**src/shared/pfl_pkg.sv**
```systemverilog
// Package for the fan-loop configuration bank: offsets, reset values, field layout.
// Assumes an 8-bit register port decoded by the management interface outside.
package pfl_pkg;
  localparam logic [7:0] PFL_OFF_MIN_HYST = 8'h36;
  localparam logic [7:0] PFL_OFF_Z1_TGT   = 8'h37;
  localparam logic [7:0] PFL_OFF_Z2_TGT   = 8'h38;
  localparam logic [7:0] PFL_OFF_Z1_OFF   = 8'h39;
  localparam logic [7:0] PFL_OFF_Z2_OFF   = 8'h3A;
  localparam logic [7:0] PFL_OFF_P_GAIN   = 8'h3B;
  localparam logic [7:0] PFL_OFF_I_GAIN   = 8'h3C;
  localparam logic [7:0] PFL_OFF_EXP      = 8'h3D;
  localparam logic [7:0] PFL_RST_ZERO     = 8'h00;
  localparam logic [7:0] PFL_RST_OFF_TEMP = 8'h80;
  localparam logic [7:0] PFL_OFF_DISABLED = 8'h80;
  localparam logic [3:0] PFL_EXP_MASK     = 4'hF;
  localparam int         PFL_UPDATE_CYC   = 1024;

  typedef struct packed {
    logic       wr_en;
    logic       rd_en;
    logic [7:0] addr;
    logic [7:0] wdata;
  } pfl_req_t;

  typedef struct packed {
    logic       loop_uses_zone1;
    logic       loop_uses_zone2;
    logic       out1_from_loop;
    logic       out2_from_loop;
  } pfl_bind_t;

  typedef struct packed {
    logic [3:0] loop_min_duty;
    logic [3:0] loop_hysteresis;
    logic [7:0] zone1_target_temp;
    logic [7:0] zone2_target_temp;
    logic [7:0] zone1_off_temp;
    logic [7:0] zone2_off_temp;
    logic [7:0] proportional_gain;
    logic [7:0] integral_gain;
    logic [1:0] proportional_exponent;
    logic [1:0] integral_exponent;
  } pfl_regs_t;
endpackage

```
**src/logic/pfl_loop.sv**
```systemverilog
// PI fan loop configuration registers and the loop that uses them.
// Assumes zone temperatures in signed 8-bit, 1 degree per LSB, with 9-bit
// half-degree readings supplied; register port is synchronous to ref_clk.
`timescale 1ns/1ps
module pfl_loop #(
  parameter int UPDATE_CYC = pfl_pkg::PFL_UPDATE_CYC
) (
  input  wire logic              ref_clk,
  input  wire logic              srst,
  input  wire pfl_pkg::pfl_req_t req,
  input  wire pfl_pkg::pfl_bind_t bind_cfg,
  input  wire logic [8:0]        zone1_temp,
  input  wire logic [8:0]        zone2_temp,
  input  wire logic [7:0]        pwm1_lut_duty,
  input  wire logic [7:0]        pwm2_lut_duty,
  output logic [7:0]             rdata,
  output logic                   rvalid,
  output logic [7:0]             loop_duty,
  output logic [7:0]             pwm1_duty,
  output logic [7:0]             pwm2_duty
);
  import pfl_pkg::*;

  // Tick counter is 16 bits and needs at least two states
  if (UPDATE_CYC < 2 || UPDATE_CYC > 65535) begin : g_bad_update_cyc
    $error("UPDATE_CYC out of range");
  end

  // Whole module state, registered in one place
  typedef struct packed {
    pfl_regs_t    regs;
    logic [7:0]   rdata;
    logic         rvalid;
    logic [15:0]  tick;
    logic signed [17:0] integ;
    logic [7:0]   duty;
    logic [7:0]   pwm1;
    logic [7:0]   pwm2;
  } pfl_state_t;

  pfl_state_t s_q;
  pfl_state_t s_d;

  // Signed shift by a 2-bit exponent, -2..+1
  function automatic logic signed [19:0] pfl_scale(input logic signed [19:0] v,
                                                   input logic [1:0] e);
    case (e)
      2'b10:   pfl_scale = v >>> 2;
      2'b11:   pfl_scale = v >>> 1;
      2'b01:   pfl_scale = v <<< 1;
      default: pfl_scale = v;
    endcase
  endfunction

  // Off-temperature match on the whole-degree part of a half-degree reading
  function automatic logic pfl_at_off(input logic [8:0] t, input logic [7:0] off);
    pfl_at_off = (off != PFL_OFF_DISABLED) && ($signed(t[8:1]) >= $signed(off));
  endfunction

  logic signed [8:0]  hot_t;
  logic signed [8:0]  tgt_t;
  logic signed [9:0]  err;
  logic signed [19:0] p_term;
  logic signed [19:0] i_step;
  logic signed [19:0] i_next;
  logic signed [19:0] sum;
  logic [7:0]         floor_duty;
  logic               any_zone;
  logic               force_off;

  always_comb begin
    s_d        = s_q;
    hot_t      = '0;
    tgt_t      = '0;
    err        = '0;
    p_term     = '0;
    i_step     = '0;
    i_next     = '0;
    sum        = '0;
    any_zone   = 1'b0;
    force_off  = 1'b0;
    s_d.rvalid = req.rd_en;
    s_d.rdata  = 8'h00;
    // Read decode; unmapped offsets answer zero
    if (req.rd_en) begin
      if (req.addr == PFL_OFF_MIN_HYST) begin
        s_d.rdata = {s_q.regs.loop_min_duty, s_q.regs.loop_hysteresis};
      end else if (req.addr == PFL_OFF_Z1_TGT) begin
        s_d.rdata = s_q.regs.zone1_target_temp;
      end else if (req.addr == PFL_OFF_Z2_TGT) begin
        s_d.rdata = s_q.regs.zone2_target_temp;
      end else if (req.addr == PFL_OFF_Z1_OFF) begin
        s_d.rdata = s_q.regs.zone1_off_temp;
      end else if (req.addr == PFL_OFF_Z2_OFF) begin
        s_d.rdata = s_q.regs.zone2_off_temp;
      end else if (req.addr == PFL_OFF_P_GAIN) begin
        s_d.rdata = s_q.regs.proportional_gain;
      end else if (req.addr == PFL_OFF_I_GAIN) begin
        s_d.rdata = s_q.regs.integral_gain;
      end else if (req.addr == PFL_OFF_EXP) begin
        s_d.rdata = {4'h0, s_q.regs.proportional_exponent, s_q.regs.integral_exponent};
      end
    end
    // Write decode; unmapped offsets are ignored
    if (req.wr_en) begin
      if (req.addr == PFL_OFF_MIN_HYST) begin
        s_d.regs.loop_min_duty   = req.wdata[7:4];
        s_d.regs.loop_hysteresis = req.wdata[3:0];
      end else if (req.addr == PFL_OFF_Z1_TGT) begin
        s_d.regs.zone1_target_temp = req.wdata;
      end else if (req.addr == PFL_OFF_Z2_TGT) begin
        s_d.regs.zone2_target_temp = req.wdata;
      end else if (req.addr == PFL_OFF_Z1_OFF) begin
        s_d.regs.zone1_off_temp = req.wdata;
      end else if (req.addr == PFL_OFF_Z2_OFF) begin
        s_d.regs.zone2_off_temp = req.wdata;
      end else if (req.addr == PFL_OFF_P_GAIN) begin
        s_d.regs.proportional_gain = req.wdata;
      end else if (req.addr == PFL_OFF_I_GAIN) begin
        s_d.regs.integral_gain = req.wdata;
      end else if (req.addr == PFL_OFF_EXP) begin
        s_d.regs.proportional_exponent = req.wdata[3:2];
        s_d.regs.integral_exponent     = req.wdata[1:0];
      end
    end

    // zone selection, hottest bound zone wins
    if (bind_cfg.loop_uses_zone1) begin
      hot_t    = $signed(zone1_temp);
      tgt_t    = $signed({s_q.regs.zone1_target_temp, 1'b0});
      any_zone = 1'b1;
    end
    if (bind_cfg.loop_uses_zone2 &&
        (!any_zone || $signed(zone2_temp) > hot_t)) begin
      hot_t    = $signed(zone2_temp);
      tgt_t    = $signed({s_q.regs.zone2_target_temp, 1'b0});
      any_zone = 1'b1;
    end

    // error zero inside target band, hysteresis in half degrees
    if (hot_t > tgt_t) begin
      err = 10'(hot_t - tgt_t);
    end else if (hot_t < tgt_t - $signed({5'b0, s_q.regs.loop_hysteresis})) begin
      err = 10'(hot_t - (tgt_t - $signed({5'b0, s_q.regs.loop_hysteresis})));
    end

    // gains times two to the exponent
    p_term = pfl_scale(20'(err * $signed({1'b0, s_q.regs.proportional_gain})),
                       s_q.regs.proportional_exponent);
    i_step = pfl_scale(20'(err * $signed({1'b0, s_q.regs.integral_gain})),
                       s_q.regs.integral_exponent) >>> 4;
    // Integrator saturates so a long excursion cannot wind it up
    i_next = 20'(s_q.integ) + i_step;
    if (i_next < 0) begin
      i_next = '0;
    end else if (i_next > 20'sd65535) begin
      i_next = 20'sd65535;
    end

    force_off = (bind_cfg.loop_uses_zone1 &&
                 pfl_at_off(zone1_temp, s_q.regs.zone1_off_temp)) ||
                (bind_cfg.loop_uses_zone2 &&
                 pfl_at_off(zone2_temp, s_q.regs.zone2_off_temp));

    // Duty floor: sixteen counts per minimum-duty step
    floor_duty = {s_q.regs.loop_min_duty, 4'h0};
    // Loop update strobe every UPDATE_CYC cycles
    s_d.tick   = (s_q.tick >= 16'(UPDATE_CYC - 1)) ? 16'h0000 : s_q.tick + 16'h0001;
    if (s_q.tick == 16'h0000) begin
      s_d.integ = force_off || !any_zone ? '0 : 18'(i_next);
      sum       = (i_next >>> 8) + (p_term >>> 4);
      if (force_off) begin
        s_d.duty = 8'h00;
      // No bound zone leaves the loop at its floor
      end else if (!any_zone) begin
        s_d.duty = floor_duty;
      // duty clamped to floor and full scale
      end else if (sum > 20'sd255) begin
        s_d.duty = 8'hFF;
      end else if (sum < $signed({12'h000, floor_duty})) begin
        s_d.duty = floor_duty;
      end else begin
        s_d.duty = sum[7:0];
      end
    end

    s_d.pwm1 = bind_cfg.out1_from_loop ? s_q.duty : pwm1_lut_duty;
    s_d.pwm2 = bind_cfg.out2_from_loop ? s_q.duty : pwm2_lut_duty;
  end

  always_ff @(posedge ref_clk) begin
    if (srst) begin
      s_q      <= '0;
      s_q.regs.zone1_off_temp <= PFL_RST_OFF_TEMP;
      s_q.regs.zone2_off_temp <= PFL_RST_OFF_TEMP;
    end else begin
      s_q <= s_d;
    end
  end

  assign rdata     = s_q.rdata;
  assign rvalid    = s_q.rvalid;
  assign loop_duty = s_q.duty;
  assign pwm1_duty = s_q.pwm1;
  assign pwm2_duty = s_q.pwm2;
endmodule // pfl_loop

```
**config.mk**
```make
export PLATFORM = sky130hd
export DESIGN_NAME = pfl_loop
export DESIGN_NICKNAME = d
export VERILOG_FILES = /design/src/shared/pfl_pkg.sv /design/src/logic/pfl_loop.sv
export SDC_FILE = /design/constraint.sdc
export NUM_CORES = 1
export LEC_CHECK = 0
export BUFFER_PORTS_ARGS = -buffer_cell sky130_fd_sc_hd__buf_2
export CAP_MARGIN = 25
export CORE_MARGIN = 4
export CORE_UTILIZATION = 47
export CTS_CLUSTER_SIZE = 30
export DETAILED_ROUTE_END_ITERATION = 10
export PLACE_DENSITY = 0.7
export SLEW_MARGIN = 20
export SYNTH_ARGS = -nofsm -noshare
export SYNTH_HDL_FRONTEND = slang
export SYNTH_SLANG_ARGS = --single-unit
```
**constraint.sdc**
```tcl
create_clock -name ref_clk -period 29.1 [get_ports ref_clk]
set_input_delay 1.455 -clock ref_clk [delete_from_list [all_inputs] [get_ports ref_clk]]
set_output_delay 1.455 -clock ref_clk [all_outputs]
set_load 0.02 [all_outputs]
```
# ---- Word-level counts from Yosys, hierarchy flattened
# Index checks and enable logic that the tools add are counted.
dict set report word_totals {
  input_bits 58
  regBits 127
  out_inout_bits 33
  wordCells 108
}
dict set report classes {
  mux 27
  n_reduce_logical 21
  n_bitwise 8
  eq_ne 16
  multipliers 2
  order_cmp 10
  addsub 7
}
# op count
set op_table {}
lappend op_table {{case mux 19 bit (3 select lines)} 2}
lappend op_table {{two-way mux 8 bit} 13}
lappend op_table {{== test 8 x 6 -> 1 bit, second input constant} 8}
lappend op_table {{two-way mux 20 bit} 2}
lappend op_table {{multiplier 10 x 9 -> 19 bit} 2}
lappend op_table {{two-way mux 9 bit} 4}
lappend op_table {{two-way mux 10 bit} 2}
lappend op_table {{adder 18 x 16 -> 19 bit} 1}
lappend op_table {{greater-than comparator 19 x 17 -> 1 bit, second input constant} 1}
lappend op_table {{< comparator 19 x 1 -> 1 bit, second input constant} 1}
lappend op_table {{greater-than comparator 9 bit} 2}
lappend op_table {{two-way mux 18 bit} 1}
lappend op_table {{adder 12 x 16 -> 17 bit} 1}
lappend op_table {{greater-than comparator 17 x 9 -> 1 bit, second input constant} 1}
lappend op_table {{< comparator 17 x 9 -> 1 bit} 1}
lappend op_table {{adder 16 x 1 -> 16 bit, second input constant} 1}
lappend op_table {{greater-or-equal comparator 16 x 10 -> 1 bit, second input constant} 1}
lappend op_table {{greater-or-equal comparator 8 bit} 2}
lappend op_table {{zero test 16 bit} 1}
lappend op_table {{inequality test 8 bit, second input constant} 2}
lappend op_table {{subtractor 9 x 10 -> 10 bit} 1}
lappend op_table {{subtractor 9 x 5 -> 10 bit} 1}
lappend op_table {{subtractor 9 x 9 -> 10 bit} 1}
lappend op_table {{< comparator 9 bit} 1}
lappend op_table {{other kinds (18)} 38}

# ---- Logic depth before layout (Yosys ltp)
dict set report logic_depth {
  ltp_word 21
  ltp_mapped 78
}

# ---- Least setup slack after synthesis
# No wires, ideal clock.
dict set report synth_path {
  path_kind {input to register}
  from {input bind_cfg[3] (netlist bit)}
  to {register s_q (netlist bit loop_duty[4])}
  arrival_ns 16.070
  setup_time_ns 0.139
  setup_slack_ns 12.891
  cell_stages 73
  cell_sequence {clkbuf_1 -> clkbuf_1 -> nand2_1 -> ha_1 -> nor2b_1 -> o21a_1 -> o21a_1 -> o21a_1 -> o21ai_1 -> a21oi_1 -> o211a_1 -> o31ai_2 -> clkbuf_1 -> clkbuf_1 -> o21ai_0 -> fa_1 -> inv_1 -> ha_1 -> (+37 left out) -> nand3_2 -> buf_2 -> a21oi_1 -> ha_1 -> inv_1 -> fa_1 -> nand2b_1 -> a21oi_1 -> o21a_1 -> nor2_1 -> xnor2_1 -> ha_1 -> a21o_1 -> a21oi_1 -> clkbuf_1 -> nor2b_1 -> o21ai_0 -> a41oi_1}
}
dict set report synth_via {
  elab_chain_cells 21
  word_cells_on_any_way 36
  cone_classes {add/sub (6); mul (2); order compare (7); mux (16); reduce/logical (5)}
}
# item line
set synth_lines {}
lappend synth_lines {{start, declared} pfl_loop.sv:11} ;# input wire pfl_pkg::pfl_bind_t bind_cfg,
lappend synth_lines {{two-way mux 9 bit or two-way mux 1 bit (tied branches)} pfl_loop.sv:128} ;# if (bind_cfg.loop_uses_zone1) begin
lappend synth_lines {{greater-than comparator 9 bit or zero test 1 bit (tied branches)} pfl_loop.sv:134} ;# (!any_zone || $signed(zone2_temp) > hot_t)) begin
lappend synth_lines {{logical OR 1 bit} pfl_loop.sv:134}
lappend synth_lines {{logical AND 1 bit} pfl_loop.sv:133} ;# if (bind_cfg.loop_uses_zone2 &&
lappend synth_lines {{two-way mux 9 bit} pfl_loop.sv:133}
lappend synth_lines {{subtractor 9 x 5 -> 10 bit or subtractor 9 x 5 -> 9 bit (tied branches)} {pfl_loop.sv:144, pfl_loop.sv:143}}
lappend synth_lines {{subtractor 9 x 10 -> 10 bit or < comparator 9 bit (tied branches)} {pfl_loop.sv:144, pfl_loop.sv:143}}
lappend synth_lines {{two-way mux 10 bit} pfl_loop.sv:143} ;# end else if (hot_t < tgt_t - $signed({5'b0, s_q.regs.loop_hysteresis})) begin
lappend synth_lines {{(+5 left out)} -}
lappend synth_lines {{two-way mux 20 bit} pfl_loop.sv:156} ;# end else if (i_next > 20'sd65535) begin
lappend synth_lines {{two-way mux 20 bit} pfl_loop.sv:154} ;# if (i_next < 0) begin
lappend synth_lines {{adder 12 x 16 -> 17 bit} pfl_loop.sv:171} ;# sum = (i_next >>> 8) + (p_term >>> 4);
lappend synth_lines {{< comparator 17 x 9 -> 1 bit} pfl_loop.sv:180} ;# end else if (sum < $signed({12'h000, floor_duty})) begin
lappend synth_lines {{two-way mux 8 bit} pfl_loop.sv:180}
lappend synth_lines {{two-way mux 8 bit} pfl_loop.sv:178} ;# end else if (sum > 20'sd255) begin
lappend synth_lines {{two-way mux 8 bit} pfl_loop.sv:175} ;# end else if (!any_zone) begin
lappend synth_lines {{two-way mux 8 bit (*)} pfl_loop.sv:172} ;# if (force_off) begin
lappend synth_lines {{end, declared} pfl_loop.sv:41} ;# pfl_state_t s_q;
# Every way passes the cells marked *; elsewhere a longest branch is shown, timed or not.
# A chain may end at the register's enable or synchronous reset.

# ---- Worst setup path in the final report
# Same ends and word-level chain as after synthesis.

==> metrics.md <==
| Metric | Value |
|---|---|
| Cell Rows | `between 60 and 70` |
| Endpoint kind of the worst setup timing path | `flip-flop` |
| Total count of max-transition violations in the final report | `0` |
| Die outline area | `about 37000 sq um` |
| Leftover overflow at the end of global routing | `0` |
| Final Hold Violating Endpoints | `0` |
| NetSw | `approximately 0.14 mW` |
| Synth unique cells | `86` |
| Combined area of all synthesized cells | `roughly 16000 sq um` |
| Delay contributed by the slowest stage of the critical path | `0.79 ns` |
| Clock share of power | `0.449` |
| Final core utilization | `0.5137` |
| Cell type group with the largest total delay on the critical path | `compound AO/OA/AOI/OAI gates` |
| Number of top-level design ports | `approximately 90` |
| Pin count of the biggest net entering global routing | `roughly 70` |
| DR DRC count | `0` |
| Number of placed instances with taps included | `2380` |
| CTS H-Tree Depth | `4` |
| Global routing usage summed across all routing layers | `0.2109` |
| Synthesized instance count | `approximately 1900` |
| Clock period minus worst slack | `about 17 ns` |
| Overall die height | `193.5 microns` |
| Highest routing layer actually used | `met4` |
| Number of antenna violations at the first check in global routing | `0` |
| Required @ worst endpoint | `approximately 30 ns` |
| CTS tree | `done` |
| Vias in the first global route | `approximately 13000` |
| Final count of negative-setup-slack endpoints | `0` |
| First-pass GRT wire length | `about 66 mm` |
| Most used flip-flop cell after synthesis | `sky130_fd_sc_hd__dfxtp_1` |
| Detailed-route wire length on metal 1 | `around 18 mm` |
| Cell chosen for the clock root | `sky130_fd_sc_hd__clkbuf_16` |
| Worst rel slew slack | `0.3521` |
| Total CTS buffers | `17` |
| Number of maximum-capacitance violations | `0` |
| Slowest stage cell on the critical path | `sky130_fd_sc_hd__a31oi_1` |
| Yosys warns | `0` |
| Via count | `approximately 13000` |
| Num Clock Sinks | `approximately 130` |
| Total power divided by cell area | `between 20 and 30 nW/um^2` |
| Detail Route met2 WL | `between 15 and 20 mm` |
| Leakage Power | `~8.3 nW` |
| Post-CTS Resized | `0` |
| Fillers | `3201` |
| Switching share of total power | `0.2988` |
| Clk_skew | `about 0.012 ns` |
| Count of flip-flops with a built-in enable after synthesis | `0` |
| DPL Wire Length | `between 30 and 40 mm` |
| Max Freq | `between 0.05 and 0.06 GHz` |
| Cell area after placement | `16680 sq um` |
| Async SR Flop Fraction | `0` |
| Critical path data arrival time | `17.09 ns` |
| Largest fanout on the critical path | `26` |
| Logic gate share of total power | `0.186` |
| Most common cell after layout, fill and taps aside | `sky130_fd_sc_hd__inv_1` |
| #FFs+latches synth | `~130` |
| Final period utilization | `0.5775` |
| Sequential share of power | `0.365` |
| Clk buf depth | `2` |
| Clk_lat worst skew | `0.44 ns` |
| Total negative slack | `0 ns` |
| Routability-driven placement congestion ratio | `approximately 0.9` |
| DRC marker count from the first detailed-route iteration | `approximately 950` |
| Antenna Violating Nets Remaining | `0` |
| Placeable core area | `around 34000 sq um` |
| Commonest non-fill, non-tap cells in the layout | `274 x sky130_fd_sc_hd__inv_1, 174 x sky130_fd_sc_hd__nand2_1, 160 x sky130_fd_sc_hd__ha_1` |
| Startpoint Class | `primary input` |
| Nets | `approximately 2300` |
| Met3 Routed Length | `1.768 mm` |
| Slew at the pin closest to its max-slew limit | `between 0.9 and 1 ns` |
| CP bufs+invs | `5` |
| Classification of the worst setup path | `in2reg` |
| Count of antenna diodes in the layout | `0` |
| Number of buffers added for setup after CTS | `0` |
| Unrepaired setup endpoints after global routing | `false` |
| Status | `complete, no violations` |
| Non-filler cells, final | `around 2400` |
| DR pass1 iterations | `5` |
| Worst-case setup margin in the final layout | `12.30 ns` |
| Number of buffers added on ports | `90` |
| Maximum ir drop on the vdd rail | `0.04052 mV` |
| Post-detailed-routing wire length | `39.29 mm` |
| Pint | `0.3390 mW` |
| Mean cell area of the mapped netlist | `~8.3 sq um` |
| Number of hold buffers added after cts | `0` |
| DIE WIDTH | `around 190 microns` |
| Worst slack at placement | `between 10 and 15 ns` |
| Post-synthesis sequential area ratio | `0.1573` |
| Area grow syn2layout | `7.082%` |
| Final design instance area without fill | `17310 sq um` |
| Clock transition at the register clock pins on the worst setup and hold paths after CTS | `approximately 0.060 ns` |
| Effective utilization at floorplan | `0.4797` |
| WL per Instance | `between 15 and 20 microns` |
| Avg Vias per Cell | `around 5.5` |
| Fraction of final layout cells sized beyond drive strength 1 | `0.09105` |
| Path class of the lowest-slack min-delay path | `reg2reg` |
area by class of cell:
type / instances / area, sq um / area share
tap: 448 / 560.5 / 0.03238
multi-input combinational: 1431 / 12040 / 0.6956
clock buffer: 20 / 466.7 / 0.02696
timing repair buffer: 99 / 525.5 / 0.03036
sequential: 127 / 2542 / 0.1469
clock inverter: 12 / 133.9 / 0.007734
inverter: 277 / 1040 / 0.06007
per-stage QoR:
step | hold WS (ns) | power (mW)
CTS | 0.4698 | 0.4863
finish | 0.4696 | 0.4834
global route | 0.4800 | 0.5046
floorplan | 0.4300 | 0.2436
detailed placement | 0.4556 | 0.2690
global placement | 0.4434 | 0.2674
flip-flops by register name, indices dropped and copies added, names as in the netlist:
| register | cells |
|---|---|
| rvalid | 1 |
| pwm2_duty | 8 |
| s_q | 90 |
| pwm1_duty | 8 |
| loop_duty | 8 |
| rdata | 8 |
| floor_duty | 4 |
routing by layer:
layer / vias up / GRT usage
met1: 6351 / 0.2862
met4: 0 / 0.06688
li1: 6459 / -
met5: - / 0
met3: 74 / 0.03061
met2: 338 / 0.3492
synth_stat cells, drive strengths merged (8+ instances only):
| library cell | count | area (sq um) |
|---|---|---|
| and2 | 79 | 494.2 |
| nor4 | 9 | 56.30 |
| ha | 160 | 2002 |
| a21oi | 100 | 504.2 |
| fa | 143 | 2863 |
| a21o | 29 | 220.2 |
| nand4 | 12 | 75.07 |
| a221oi | 21 | 240.2 |
| a31oi | 12 | 75.07 |
| o21ai | 72 | 364.1 |
| mux2i | 113 | 1131 |
| a211oi | 13 | 102.6 |
| dfxtp | 127 | 2542 |
| inv | 276 | 1036 |
| buf | 53 | 371.6 |
| nand2b | 19 | 118.9 |
| nor2 | 132 | 495.5 |
| or3 | 14 | 92.59 |
| o21a | 20 | 150.1 |
| nor3 | 19 | 95.09 |
| nand2 | 174 | 653.1 |
| nor2b | 42 | 262.8 |
| xor2 | 32 | 280.3 |
| o21bai | 10 | 75.07 |
| clkbuf | 59 | 221.5 |
| mux2 | 8 | 90.09 |
| xnor2 | 45 | 394.1 |
| nand3 | 44 | 225.2 |
final timing paths:
kind | cells after the start | to | slack, ns | start
worst max-delay path | 67 | loop_duty[4]$_SDFFE_PP0N_ | 12.30 | bind_cfg[3]
worst max register to register | 55 | loop_duty[4]$_SDFFE_PP0N_ | 15.07 | s_q[103]$_SDFFE_PP0P_
worst min-delay path | 1 | s_q[42]$_SDFF_PP0_ | 0.47 | s_q[42]$_SDFF_PP0_
worst min register to register | 1 | s_q[42]$_SDFF_PP0_ | 0.47 | s_q[42]$_SDFF_PP0_
power groups by stage:
stage | Combinational [mW] | Clock, mW | Sequential (mW)
global route | 0.0998 | 0.228 | 0.177
detailed placement | 0.0886 | 0 | 0.180
CTS | 0.0894 | 0.220 | 0.176
global placement | 0.0872 | 0 | 0.180
finish | 0.0898 | 0.217 | 0.176
floorplan | 0.0635 | 0 | 0.180
kinds of logic (layout without fill, tap and decap cells):
kind of cell | count (synthesis) | after routing | share of synthesized area
muxes | 121 | 121 | 0.07554
other | 1 | 8 | 0.0002320
DFF | 127 | 127 | 0.1573
adders and majority gates | 303 | 303 | 0.3009
buffers and inverters | 389 | 408 | 0.1010
AOI/OAI and AO/OA | 347 | 347 | 0.1494
and+or+nand+nor | 575 | 575 | 0.1739
xor gates and xnor gates | 77 | 77 | 0.04172
No activity file was read; power rests on OpenSTA's default activity.
